File: src/isf_pkg.sv
/*
  Constants and types of the two-wire bus status flag block.
  Assumes a single system clock and a byte-wide register port.
*/
package isf_pkg;

  // ********************************
  // Register port
  // ********************************
  localparam int unsigned ADDR_W = 3;
  localparam int unsigned DATA_W = 8;

  localparam logic [ADDR_W-1:0] REG_STATUS   = 3'h0;
  localparam logic [ADDR_W-1:0] REG_CTRL     = 3'h1;
  localparam logic [ADDR_W-1:0] REG_IRQ_STAT = 3'h2;
  localparam logic [ADDR_W-1:0] REG_IRQ_CLR  = 3'h3;
  localparam logic [ADDR_W-1:0] REG_IRQ_EN   = 3'h4;

  // ********************************
  // Field positions
  // ********************************
  localparam int unsigned ST_FERR  = 7;
  localparam int unsigned ST_STOP  = 6;
  localparam int unsigned ST_CXFR  = 5;
  localparam int unsigned CT_MAIN  = 0;
  localparam int unsigned CT_STOPM = 1;
  localparam int unsigned CT_SLAVE = 2;
  localparam int unsigned CT_BUSY  = 3;
  localparam int unsigned IRQ_W    = 3;
  localparam int unsigned IQ_FERR  = 0;
  localparam int unsigned IQ_STOP  = 1;
  localparam int unsigned IQ_CXFR  = 2;

  // ********************************
  // Reset values and counts
  // ********************************
  localparam logic             RST_FLAG   = 1'b0;
  localparam logic [DATA_W-1:0] RST_BYTE  = 8'h00;
  localparam logic [IRQ_W-1:0] RST_IRQ    = 3'h0;
  localparam int unsigned      CNT_W      = 4;
  localparam logic [CNT_W-1:0] BITS_FRAME = 4'h9;
  localparam logic [CNT_W-1:0] CNT_ZERO   = 4'h0;
  localparam logic [CNT_W-1:0] CNT_ONE    = 4'h1;

  typedef enum logic {ISF_IDLE, ISF_BUSY} isf_bus_t;

endpackage : isf_pkg

File: src/isf_link_if.sv
/*
  Carrier between the bus condition detector and the flag core.
  Assumes the line levels are already synchronised to clk_sys.
*/
`timescale 1ns/100ps
interface isf_link_if;
  logic scl_s;
  logic sda_s;
  logic start_p;
  logic stop_err_p;
  logic stop_ok_p;
  logic busy;

  modport det (
    input  scl_s,
    input  sda_s,
    output start_p,
    output stop_err_p,
    output stop_ok_p,
    output busy
  );

  modport core (
    output scl_s,
    output sda_s,
    input  start_p,
    input  stop_err_p,
    input  stop_ok_p,
    input  busy
  );
endinterface : isf_link_if

File: src/isf_cond.sv
/*
  Start and stop detector with frame bit counter.
  Assumes synchronised line levels from the carrier.
*/
`timescale 1ns/100ps
module isf_cond
  import isf_pkg::*;
(
  input  wire logic clk_sys,
  input  wire logic rst,
  input  wire logic ce,
  isf_link_if.det   lnk
);

  typedef struct packed {
    logic             scl_d;
    logic             sda_d;
    isf_bus_t         bus;
    logic [CNT_W-1:0] cnt;
    logic             open;
    logic             start_p;
    logic             stop_err_p;
    logic             stop_ok_p;
  } isf_cond_st_t;

  isf_cond_st_t st_ff;
  isf_cond_st_t nxt_st;
  logic         scl_rise;
  logic         sda_rise;
  logic         sda_fall;

  always_comb begin
    scl_rise = lnk.scl_s & ~st_ff.scl_d;
    sda_rise = lnk.sda_s & ~st_ff.sda_d;
    sda_fall = ~lnk.sda_s & st_ff.sda_d;
    nxt_st = st_ff;
    if (ce) begin
      nxt_st.scl_d      = lnk.scl_s;
      nxt_st.sda_d      = lnk.sda_s;
      nxt_st.start_p    = 1'b0;
      nxt_st.stop_err_p = 1'b0;
      nxt_st.stop_ok_p  = 1'b0;
      // A stop needs its own clock rise, so judge by the count before it
      if (scl_rise) begin
        nxt_st.open = (st_ff.cnt != CNT_ZERO);
        nxt_st.cnt  = (st_ff.cnt == BITS_FRAME - CNT_ONE) ? CNT_ZERO : st_ff.cnt + CNT_ONE;
      end
      if (lnk.scl_s && st_ff.scl_d && sda_fall) begin
        nxt_st.bus     = ISF_BUSY;
        nxt_st.cnt     = CNT_ZERO;
        nxt_st.open    = 1'b0;
        nxt_st.start_p = 1'b1;
      end else if (lnk.scl_s && st_ff.scl_d && sda_rise) begin
        nxt_st.bus = ISF_IDLE;
        nxt_st.cnt = CNT_ZERO;
        case (st_ff.bus)
          ISF_BUSY: begin
            nxt_st.stop_err_p = st_ff.open;
            nxt_st.stop_ok_p  = ~st_ff.open;
          end
          default: begin
            nxt_st.stop_ok_p = 1'b0;
          end
        endcase
      end
    end
  end

  always_ff @(posedge clk_sys or posedge rst) begin
    if (rst) begin
      st_ff <= '{scl_d: 1'b1, sda_d: 1'b1, bus: ISF_IDLE, cnt: CNT_ZERO, default: 1'b0};
    end else begin
      st_ff <= nxt_st;
    end
  end

  assign lnk.start_p    = st_ff.start_p;
  assign lnk.stop_err_p = st_ff.stop_err_p;
  assign lnk.stop_ok_p  = st_ff.stop_ok_p;
  assign lnk.busy       = (st_ff.bus == ISF_BUSY);

endmodule : isf_cond

File: src/isf_sync.sv
/*
  Two-stage synchroniser for levels from outside the clk_sys domain.
  Assumes inputs are slow compared with clk_sys.
*/
`timescale 1ns/100ps
module isf_sync
  import isf_pkg::*;
#(
  parameter int unsigned W = 1
) (
  input  wire logic         clk_sys,
  input  wire logic         rst,
  input  wire logic         ce,
  input  wire logic [W-1:0] d,
  output logic      [W-1:0] q
);

  typedef struct packed {
    logic [W-1:0] s1;
    logic [W-1:0] s2;
  } isf_sync_st_t;

  isf_sync_st_t st_ff;
  isf_sync_st_t nxt_st;

  always_comb begin
    nxt_st = st_ff;
    if (ce) begin
      nxt_st.s1 = d;
      nxt_st.s2 = st_ff.s1;
    end
  end

  always_ff @(posedge clk_sys or posedge rst) begin
    if (rst) begin
      // Lines idle high, so no false edge follows reset
      st_ff <= '1;
    end else begin
      st_ff <= nxt_st;
    end
  end

  assign q = st_ff.s2;

endmodule : isf_sync

File: src/isf_top.sv
/*
  Upper status flags of the two-wire bus status register, the main
  interrupt request flag and a small event interrupt unit.
  Assumes scl_i and sda_i come from pins, all other inputs from clk_sys logic.
*/
// The address map and the strobed register port were left to the implementer.
`timescale 1ns/100ps

//  Function
//  - Status register is eight bits, read and written by the CPU.
//  - Slave mode stop during a frame sets the frame stop error flag, bit 7.
//  - Slave mode stop after a frame sets the normal stop flag, bit 6.
//  - Both stop flags mean something only in two-wire slave mode.
//  - Frame stop error flag clears by writing 0 after reading 1.
//  - Normal stop flag clears by writing 0 after reading 1.
//  - Clearing the main interrupt flag also clears both stop flags.
//  - Setting the continuous transfer flag sets the main interrupt flag too.
//  - Continuous transfer flag sets only when transmit empty or receive full rises.
//  - Continuous transfer flag clears by writing 0 after reading 1.
//  - Continuous transfer flag clears whenever the main interrupt flag clears.
//  - Zero means waiting or transferring; the three upper flags reset to zero.
//  - In slave mode it needs the second address match; otherwise always.
//  - After a primary or general call match, it waits for stop or start; here only primary_address_match arms the wait.
module isf_top
  import isf_pkg::*;
(
  input  wire logic              clk_sys,
  input  wire logic              rst,
  input  wire logic              ce,
  input  wire logic [ADDR_W-1:0] addr,
  input  wire logic [DATA_W-1:0] wdata,
  input  wire logic              wr,
  input  wire logic              rd,
  output logic      [DATA_W-1:0] rdata,
  input  wire logic              scl_i,
  input  wire logic              sda_i,
  input  wire logic              transmit_data_empty_flag,
  input  wire logic              receive_data_full_flag,
  input  wire logic              second_address_match_flag,
  input  wire logic              primary_address_match,
  output logic                   main_irq,
  output logic                   irq
);

  // ********************************
  // State
  // ********************************
  typedef struct packed {
    logic              ferr;
    logic              stop;
    logic              cxfr;
    logic              mflag;
    logic              stop_mask;
    logic              slave;
    logic [3:0]        arm;
    logic              txe_d;
    logic              rxf_d;
    logic              hold;
    logic [IRQ_W-1:0]  irq_stat;
    logic [IRQ_W-1:0]  irq_en;
    logic [DATA_W-1:0] rdata;
    logic              irq;
  } isf_st_t;

  localparam int unsigned A_FERR = 0;
  localparam int unsigned A_STOP = 1;
  localparam int unsigned A_CXFR = 2;
  localparam int unsigned A_MAIN = 3;

  isf_st_t           st_ff;
  isf_st_t           nxt_st;
  isf_link_if        lnk ();
  logic [DATA_W-1:0] status_rd;
  logic [DATA_W-1:0] ctrl_rd;
  logic              wr_st;
  logic              wr_ct;
  logic              set_ferr;
  logic              set_stop;
  logic              set_cxfr;
  logic              set_main;
  logic              clr_main;
  logic              xfer_rise;
  logic [IRQ_W-1:0]  ev;

  // ********************************
  // Line synchronisers and detector
  // ********************************
  isf_sync #(.W(1)) u_sync_scl (
    .clk_sys (clk_sys),
    .rst     (rst),
    .ce      (ce),
    .d       (scl_i),
    .q       (lnk.scl_s)
  );

  isf_sync #(.W(1)) u_sync_sda (
    .clk_sys (clk_sys),
    .rst     (rst),
    .ce      (ce),
    .d       (sda_i),
    .q       (lnk.sda_s)
  );

  isf_cond u_cond (
    .clk_sys (clk_sys),
    .rst     (rst),
    .ce      (ce),
    .lnk     (lnk.det)
  );

  // ********************************
  // Flag logic
  // ********************************
  always_comb begin
    status_rd = RST_BYTE;
    status_rd[ST_FERR] = st_ff.ferr;
    status_rd[ST_STOP] = st_ff.stop;
    status_rd[ST_CXFR] = st_ff.cxfr;
    ctrl_rd = RST_BYTE;
    ctrl_rd[CT_MAIN]  = st_ff.mflag;
    ctrl_rd[CT_STOPM] = st_ff.stop_mask;
    ctrl_rd[CT_SLAVE] = st_ff.slave;
    ctrl_rd[CT_BUSY]  = lnk.busy;

    wr_st = wr && (addr == REG_STATUS);
    wr_ct = wr && (addr == REG_CTRL);

    // Stop flags only ever set in slave mode
    set_ferr = st_ff.slave & lnk.stop_err_p;
    set_stop = st_ff.slave & lnk.stop_ok_p;

    xfer_rise = (transmit_data_empty_flag & ~st_ff.txe_d)
              | (receive_data_full_flag & ~st_ff.rxf_d);
    set_cxfr = xfer_rise & ~st_ff.hold
             & (~st_ff.slave | second_address_match_flag);

    set_main = set_cxfr | ((set_ferr | set_stop) & ~st_ff.stop_mask);
    // An event in the clearing cycle wins over the clear
    clr_main = wr_ct & st_ff.arm[A_MAIN] & ~wdata[CT_MAIN] & ~set_main;

    ev = RST_IRQ;
    ev[IQ_FERR] = set_ferr;
    ev[IQ_STOP] = set_stop;
    ev[IQ_CXFR] = set_cxfr;

    nxt_st = st_ff;
    if (ce) begin
      nxt_st.txe_d = transmit_data_empty_flag;
      nxt_st.rxf_d = receive_data_full_flag;
      nxt_st.rdata  = RST_BYTE;

      if (st_ff.slave && primary_address_match) begin
        nxt_st.hold = 1'b1;
      end
      if (lnk.stop_err_p || lnk.stop_ok_p || lnk.start_p || !st_ff.slave) begin
        nxt_st.hold = 1'b0;
      end

      // Read side: return data and arm flags seen as 1
      if (rd) begin
        case (addr)
          REG_STATUS: begin
            nxt_st.rdata = status_rd;
            nxt_st.arm[A_FERR] = st_ff.ferr;
            nxt_st.arm[A_STOP] = st_ff.stop;
            nxt_st.arm[A_CXFR] = st_ff.cxfr;
          end
          REG_CTRL: begin
            nxt_st.rdata = ctrl_rd;
            nxt_st.arm[A_MAIN] = st_ff.mflag;
          end
          REG_IRQ_STAT: begin
            nxt_st.rdata = {{(DATA_W-IRQ_W){1'b0}}, st_ff.irq_stat};
          end
          REG_IRQ_EN: begin
            nxt_st.rdata = {{(DATA_W-IRQ_W){1'b0}}, st_ff.irq_en};
          end
          default: begin
            nxt_st.rdata = RST_BYTE;
          end
        endcase
      end

      // Status writes: a 0 clears only an armed flag, a 1 is ignored
      if (wr_st) begin
        if (st_ff.arm[A_FERR] && !wdata[ST_FERR]) begin
          nxt_st.ferr = 1'b0;
        end
        if (st_ff.arm[A_STOP] && !wdata[ST_STOP]) begin
          nxt_st.stop = 1'b0;
        end
        if (st_ff.arm[A_CXFR] && !wdata[ST_CXFR]) begin
          nxt_st.cxfr = 1'b0;
        end
        nxt_st.arm[A_FERR] = 1'b0;
        nxt_st.arm[A_STOP] = 1'b0;
        nxt_st.arm[A_CXFR] = 1'b0;
      end

      if (wr_ct) begin
        nxt_st.stop_mask = wdata[CT_STOPM];
        nxt_st.slave     = wdata[CT_SLAVE];
        nxt_st.arm[A_MAIN] = 1'b0;
      end

      if (clr_main) begin
        nxt_st.mflag = 1'b0;
        nxt_st.ferr = 1'b0;
        nxt_st.stop = 1'b0;
        nxt_st.cxfr = 1'b0;
      end

      // Hardware sets last so they beat any clear
      if (set_ferr) begin
        nxt_st.ferr = 1'b1;
      end
      if (set_stop) begin
        nxt_st.stop = 1'b1;
      end
      if (set_cxfr) begin
        nxt_st.cxfr = 1'b1;
      end
      if (set_main) begin
        nxt_st.mflag = 1'b1;
      end

      // ********************************
      // Event interrupt unit
      // ********************************
      if (wr && (addr == REG_IRQ_EN)) begin
        nxt_st.irq_en = wdata[IRQ_W-1:0];
      end
      if (wr && (addr == REG_IRQ_CLR)) begin
        nxt_st.irq_stat = st_ff.irq_stat & ~wdata[IRQ_W-1:0];
      end
      nxt_st.irq_stat = nxt_st.irq_stat | ev;
      nxt_st.irq = |(nxt_st.irq_stat & nxt_st.irq_en);
    end
  end

  always_ff @(posedge clk_sys or posedge rst) begin
    if (rst) begin
      st_ff <= '{irq_stat: RST_IRQ, irq_en: RST_IRQ, rdata: RST_BYTE, arm: 4'h0, default: RST_FLAG};
    end else begin
      st_ff <= nxt_st;
    end
  end

  assign rdata    = st_ff.rdata;
  assign main_irq = st_ff.mflag;
  assign irq      = st_ff.irq;

endmodule : isf_top

File: config.mk
export PLATFORM = sky130hd
export DESIGN_NAME = isf_top
export DESIGN_NICKNAME = d
export VERILOG_FILES = /design/src/isf_pkg.sv /design/src/isf_link_if.sv /design/src/isf_cond.sv /design/src/isf_sync.sv /design/src/isf_top.sv
export SDC_FILE = /design/constraint.sdc
export NUM_CORES = 1
export LEC_CHECK = 0
export BUFFER_PORTS_ARGS = -buffer_cell sky130_fd_sc_hd__clkbuf_2
export CAP_MARGIN = 40
export CORE_MARGIN = 1
export CORE_UTILIZATION = 35
export CTS_CLUSTER_DIAMETER = 150
export CTS_CLUSTER_SIZE = 28
export DETAILED_ROUTE_END_ITERATION = 6
export PLACE_DENSITY = 0.51
export SYNTH_ARGS = -nofsm -noshare
export SYNTH_HDL_FRONTEND = slang
export SYNTH_HIERARCHICAL = 1
export SYNTH_SLANG_ARGS = --single-unit
File: constraint.sdc
create_clock -name clk_sys -period 1.6 [get_ports clk_sys]
set_input_delay 0.16 -clock clk_sys [delete_from_list [all_inputs] [get_ports clk_sys]]
set_output_delay 0.16 -clock clk_sys [all_outputs]
set_load 0.02 [all_outputs]
* After elaboration in Yosys (flattened, before gate mapping) *
Index checks and enable logic that the tools add are counted.

word-level totals
  bits in registers = 43
  bits of input ports = 22
  output and inout bits = 10
  logic and storage cells = 143

operators by class
  $add $sub $neg = 1
  equality and inequality tests = 5
  mux-type cells = 31
  bitwise gates (word level) = 32
  reduce and logical (&&, ||, !) cells = 47

operator list
  cell                   count
  $pmux W8 S4            1
  $mux W3                7
  $reduce_bool A3 Y1     7
  $reduce_bool A2 Y1     8
  $mux W5                3
  $reduce_and A3 Y1      5
  $and A1 B1 Y1          13
  $mux W1                13
  $mux W4                3
  $reduce_and A2 Y1      6
  $logic_and A1 B1 Y1    11
  $not A1 Y1             11
  $mux W8                1
  $and A3 B3 Y3          2
  $eq A3 B2 Y1 const B   2
  $mux W2                3
  $add A4 B1 Y4 const B  1
  $eq A4 B4 Y1 const B   1
  $logic_not A1 Y1       4
  $or A1 B1 Y1           4
  $reduce_bool A4 Y1     1
  $eq A3 B1 Y1 const B   1
  $eq A3 B3 Y1 const B   1
  $logic_not A3 Y1       1
  other kinds (4)        6

* Logic depth before layout (Yosys ltp) *
  word-level depth = 10
  gate-level depth with buffers = 5
  depth with buffers taken out = 5

* By module *
Netlist, hierarchy kept.

by module, submodules not included
  module    times used  cells each  area each (um^2)
  isf_top   1           147         1502.7
  isf_cond  1           58          586.8
  isf_sync  2           5           78.8

* Worst setup path after synthesis *
OpenSTA, ideal clock, no wires.

  path type = register to register
  start = reg u_sync_scl.st_ff, in the netlist u_sync_scl/q
  end = reg u_cond.st_ff, in the netlist u_cond/lnk.stop_err_p
  library setup time = 80 ps
  data arrival time = 1257 ps
  required time = 1520 ps
  slack = 264 ps
  stages on the path, launching flop included = 4
  clock period less this slack = 1336 ps
  cells stage by stage = dfstp_2 > nand2_2 > or4b_4 > o22ai_2

between the ends
  cells in the longest elaborated chain, start to end = 4

RTL lines
  what                    RTL line                        RTL
  start, declared         isf_sync.sv:23                  isf_sync_st_t st_ff;
  start signal, assigned  isf_sync.sv:39                  st_ff <= nxt_st;
  $logic_and A1 B1 Y1 *   isf_cond.sv:48, isf_cond.sv:53
  $logic_and A1 B1 Y1     isf_cond.sv:53                  end else if (lnk.scl_s && st_ff.scl_d && sda_rise) begin
  $mux W2                 isf_cond.sv:53
  $mux W2 *               isf_cond.sv:48                  if (lnk.scl_s && st_ff.scl_d && sda_fall) begin
  end signal, assigned    isf_cond.sv:73                  st_ff <= nxt_st;
  end, declared           isf_cond.sv:26                  isf_cond_st_t st_ff;

Mark *: on every way between the ends. The rest lies on a longest branch, timed or not.
A chain may end at the register's enable or synchronous reset.

* Worst setup path after layout *
  start = reg u_sync_scl.st_ff, in the netlist u_sync_scl/q
  end = reg u_cond.st_ff, in the netlist u_cond/lnk.stop_ok_p

Same word-level chain as after synthesis.

==> out/qor.txt <==
outcome -> finished clean
layout cells sized above 1 -> 30.2%
syn avg cell area -> 10.5 µm²
post-synth top area share -> 40.1%
RR Endpoint -> u_cond/lnk.stop_ok_p
most instantiated cells after synthesis -> dfrtp_1 (36), inv_1 (25), nand2_1 (17)
CTS sink cnt -> 42
CTS tree -> built
synthesized area -> 2250 µm²
Slowest cell on crit path -> dfstp_2
Post-Synth XOR/XNOR Area -> 0.390%
Critical Path End -> u_cond/lnk.stop_ok_p
Seq cells post-synth -> 42
Synth Area in Simple Gates -> 17.0%
Layout Skew -> 9.48 ps
post-CTS sizing -> 0
Final period util -> 89.1%
Pwr Density -> 1090 nW/µm²
P&R area growth vs syn -> 13.1%
Setup Viol. Count Final -> 0
number of diodes -> 0
largest net degree at the start of global routing -> 31
fillcell total -> 611
Area contributors post-synth -> dfrtp_1 (40%), dfstp_2 (7.0%), mux2_2 (7.0%), inv_1 (4.2%), buf_4 (3.7%)
Site Rows -> 28
Synth Area in Compound Gates -> 16.8%
Synth Net Count -> 239
DR vias/cell -> 5.12
Global Route Usage Sum -> 15.3%
Post-synth top flop -> dfrtp_1
H-tree depth -> 2
Netlist cell types -> 48
startpoint types -> register
mux share of post-synthesis cell area -> 8.13%
Starting DRT DRC Count -> 65
CP endpoint kind -> register
I/O Buffers -> 28
Cell Count, Final, Fillers Out -> 320
final hold vios -> 0
DP Cell Count -> 311
initial antenna violation count -> 0
count leader, synth -> dfrtp_1
nets -> 268
DRT Pass-1 Iters -> 4
total congestion overflow -> 0
max-slew violations -> 0
worst hold stages -> 2
RSZ-0062 raised after global routing -> false
worst-case clock buffer depth -> 2
WL/cell -> 14.3 µm
CP max stage delay -> 580 ps
worst path cell trace -> nand2_2 -> or4b_4 -> o22ai_2
Post-DP HPWL -> 3420 µm
Post-Synth Adder-Cell Area -> 1.56%
number of enable flip-flop cells after synthesis -> 0
core area -> 6060 µm²
Fin Setup TNS -> 0 ps
IO Count -> 32
Max-cap violations -> 0
synthesized instance count -> 215
vias in the first global route -> 1574
Worst Path Max Fanout -> 6
Antenna Nets Post-Route -> 0
Pleak -> 0.00116 µW
drc violations -> 0
total number of vias -> 1638
crit path time final -> 1430 ps
CTS buffer count -> 5
Hold Crit Class -> in -> reg
die area -> 6740 µm²
Critical Path Source -> u_sync_scl/q
routed wire length -> 4580 µm
Die Width -> 82.1 µm
post-synthesis sequential area ratio -> 47.1%
ys async rst share -> 100%
Initial Util -> 37.1%
main combinational cell family by area after synthesis -> simple AND/OR/NAND/NOR gates
worst-skew pair later-pin latency -> 290 ps
first-pass GRT wire length -> 7610 µm
WS Path Type -> reg -> reg
Critical R2R Launch -> u_sync_scl/q
GPL Wtd Cong -> 0.804
WP data arrival -> 1630 ps
largest area contributor in the netlist -> dfrtp_1
reg2reg path depth -> 3
Synth Warn # -> 6
Clk pin slew, worst setup/hold paths -> 80 ps
Critical Path RT -> 1810 ps
r2r setup slk -> 170 ps
VDD IR-drop max -> 0.000700 V
CTS Root Cell -> clkbuf_8
Die H -> 82.1 µm
Fmax -> 702 MHz
## cell families (layout without fill, tap and decap cells)
family | Yosys count | count (layout)
other cells | 1 | 1
mux | 16 | 16
flops | 42 | 42
xor+xnor | 1 | 1
compound gates | 52 | 52
buf+inv | 39 | 69
fa+ha+maj | 3 | 3
simple gates | 61 | 61
## report_power, final
| part | internal (µW) | switching, µW |
|---|---|---|
| sequential | 1270 | 159 |
| clock | 349 | 356 |
| combinational | 298 | 336 |
| total | 1920 | 851 |
## metrics by stage
| stage | utilization, % | instance area (µm²) | hold WS (ps) | total power, µW | setup WS [ps] |
|---|---|---|---|---|---|
| 4_1_cts | 41.9 | 2540 | 90.4 | 2810 | 167 |
| 5_1_grt | 41.9 | 2540 | 98.0 | 2960 | 58.9 |
| 2_1_floorplan | - | 2250 | 11.0 | 1910 | 264 |
| 6_report | 41.9 | 2540 | 105 | 2770 | 175 |
| 3_5_place_dp | 40.3 | 2440 | 208 | 2080 | 165 |
| 3_3_place_gp | 40.3 | 2440 | 208 | 2080 | 184 |
## cell usage in the layout (no fill, tap or decap), types with 4 or more instances in the layout
cell / count
nand2b_1: 4
dfrtp_1: 36
clkbuf_8: 6
mux2_2: 14
dfstp_2: 6
o21ai_0: 15
nand2_1: 17
clkbuf_2: 28
buf_4: 6
a22oi_1: 4
o211ai_1: 4
a21oi_1: 8
nor3b_1: 4
o31ai_1: 4
nand3_1: 10
nor2_1: 8
inv_1: 25
## sequential cells by signal, summed over array words and instances (netlist names)
register               count
rdata                      7
irq                        1
u_sync_sda/st_ff           1
main_irq                   1
st_ff                     16
u_cond/st_ff               7
u_sync_sda/q               1
u_sync_scl/q               1
u_sync_scl/st_ff           1
u_cond/lnk.stop_err_p      1
u_cond/lnk.start_p         1
u_cond/lnk.stop_ok_p       1
ctrl_rd                    2
u_cond/lnk.busy            1
## routing by layer
layer | track usage, % | part of all wire, %
met5 | 0 | 0
met3 | 3.41 | 3.5
met2 | 25.5 | 47
met4 | 4.74 | 0.59
met1 | 19.6 | 49
## critical path: cells and delay by family (launching register included)
kind / cells / cell delay (ps)
simple gates: 2 / 640
flops: 1 / 580
compound gates: 1 / 120
## final cells by class
type                    instances  area (µm²)  area share, %
well taps                      75        93.8           3.69
repair buffers                 36         215           8.46
flip-flops and latches         42        1060           41.6
multi-input cells             134         990           38.9
clock inverters                 1        5.00          0.197
inverters                      25        93.8           3.69
clock buffers                   7        86.3           3.40
## timing repair
action | 4_1_cts | 5_1_grt
hold buffers | 1 | 0
setup buffers | 0 | 0
setup endpoints to repair | 0 | 0
endpoints found under the hold margin | 40 | 0
## how the worst min path moves through the flow
stage                from                   to  slack [ps]
CTS                 scl_i  u_sync_scl/st_ff[1]          90
floorplan             rst      u_cond/lnk.busy          10
detailed placement    rst  u_sync_sda/st_ff[1]         210
finish              sda_i  u_sync_sda/st_ff[1]         110
global route        sda_i  u_sync_sda/st_ff[1]         100
global placement      rst      u_cond/st_ff[5]         210
Note: power is estimated with default switching activity, not from simulation.
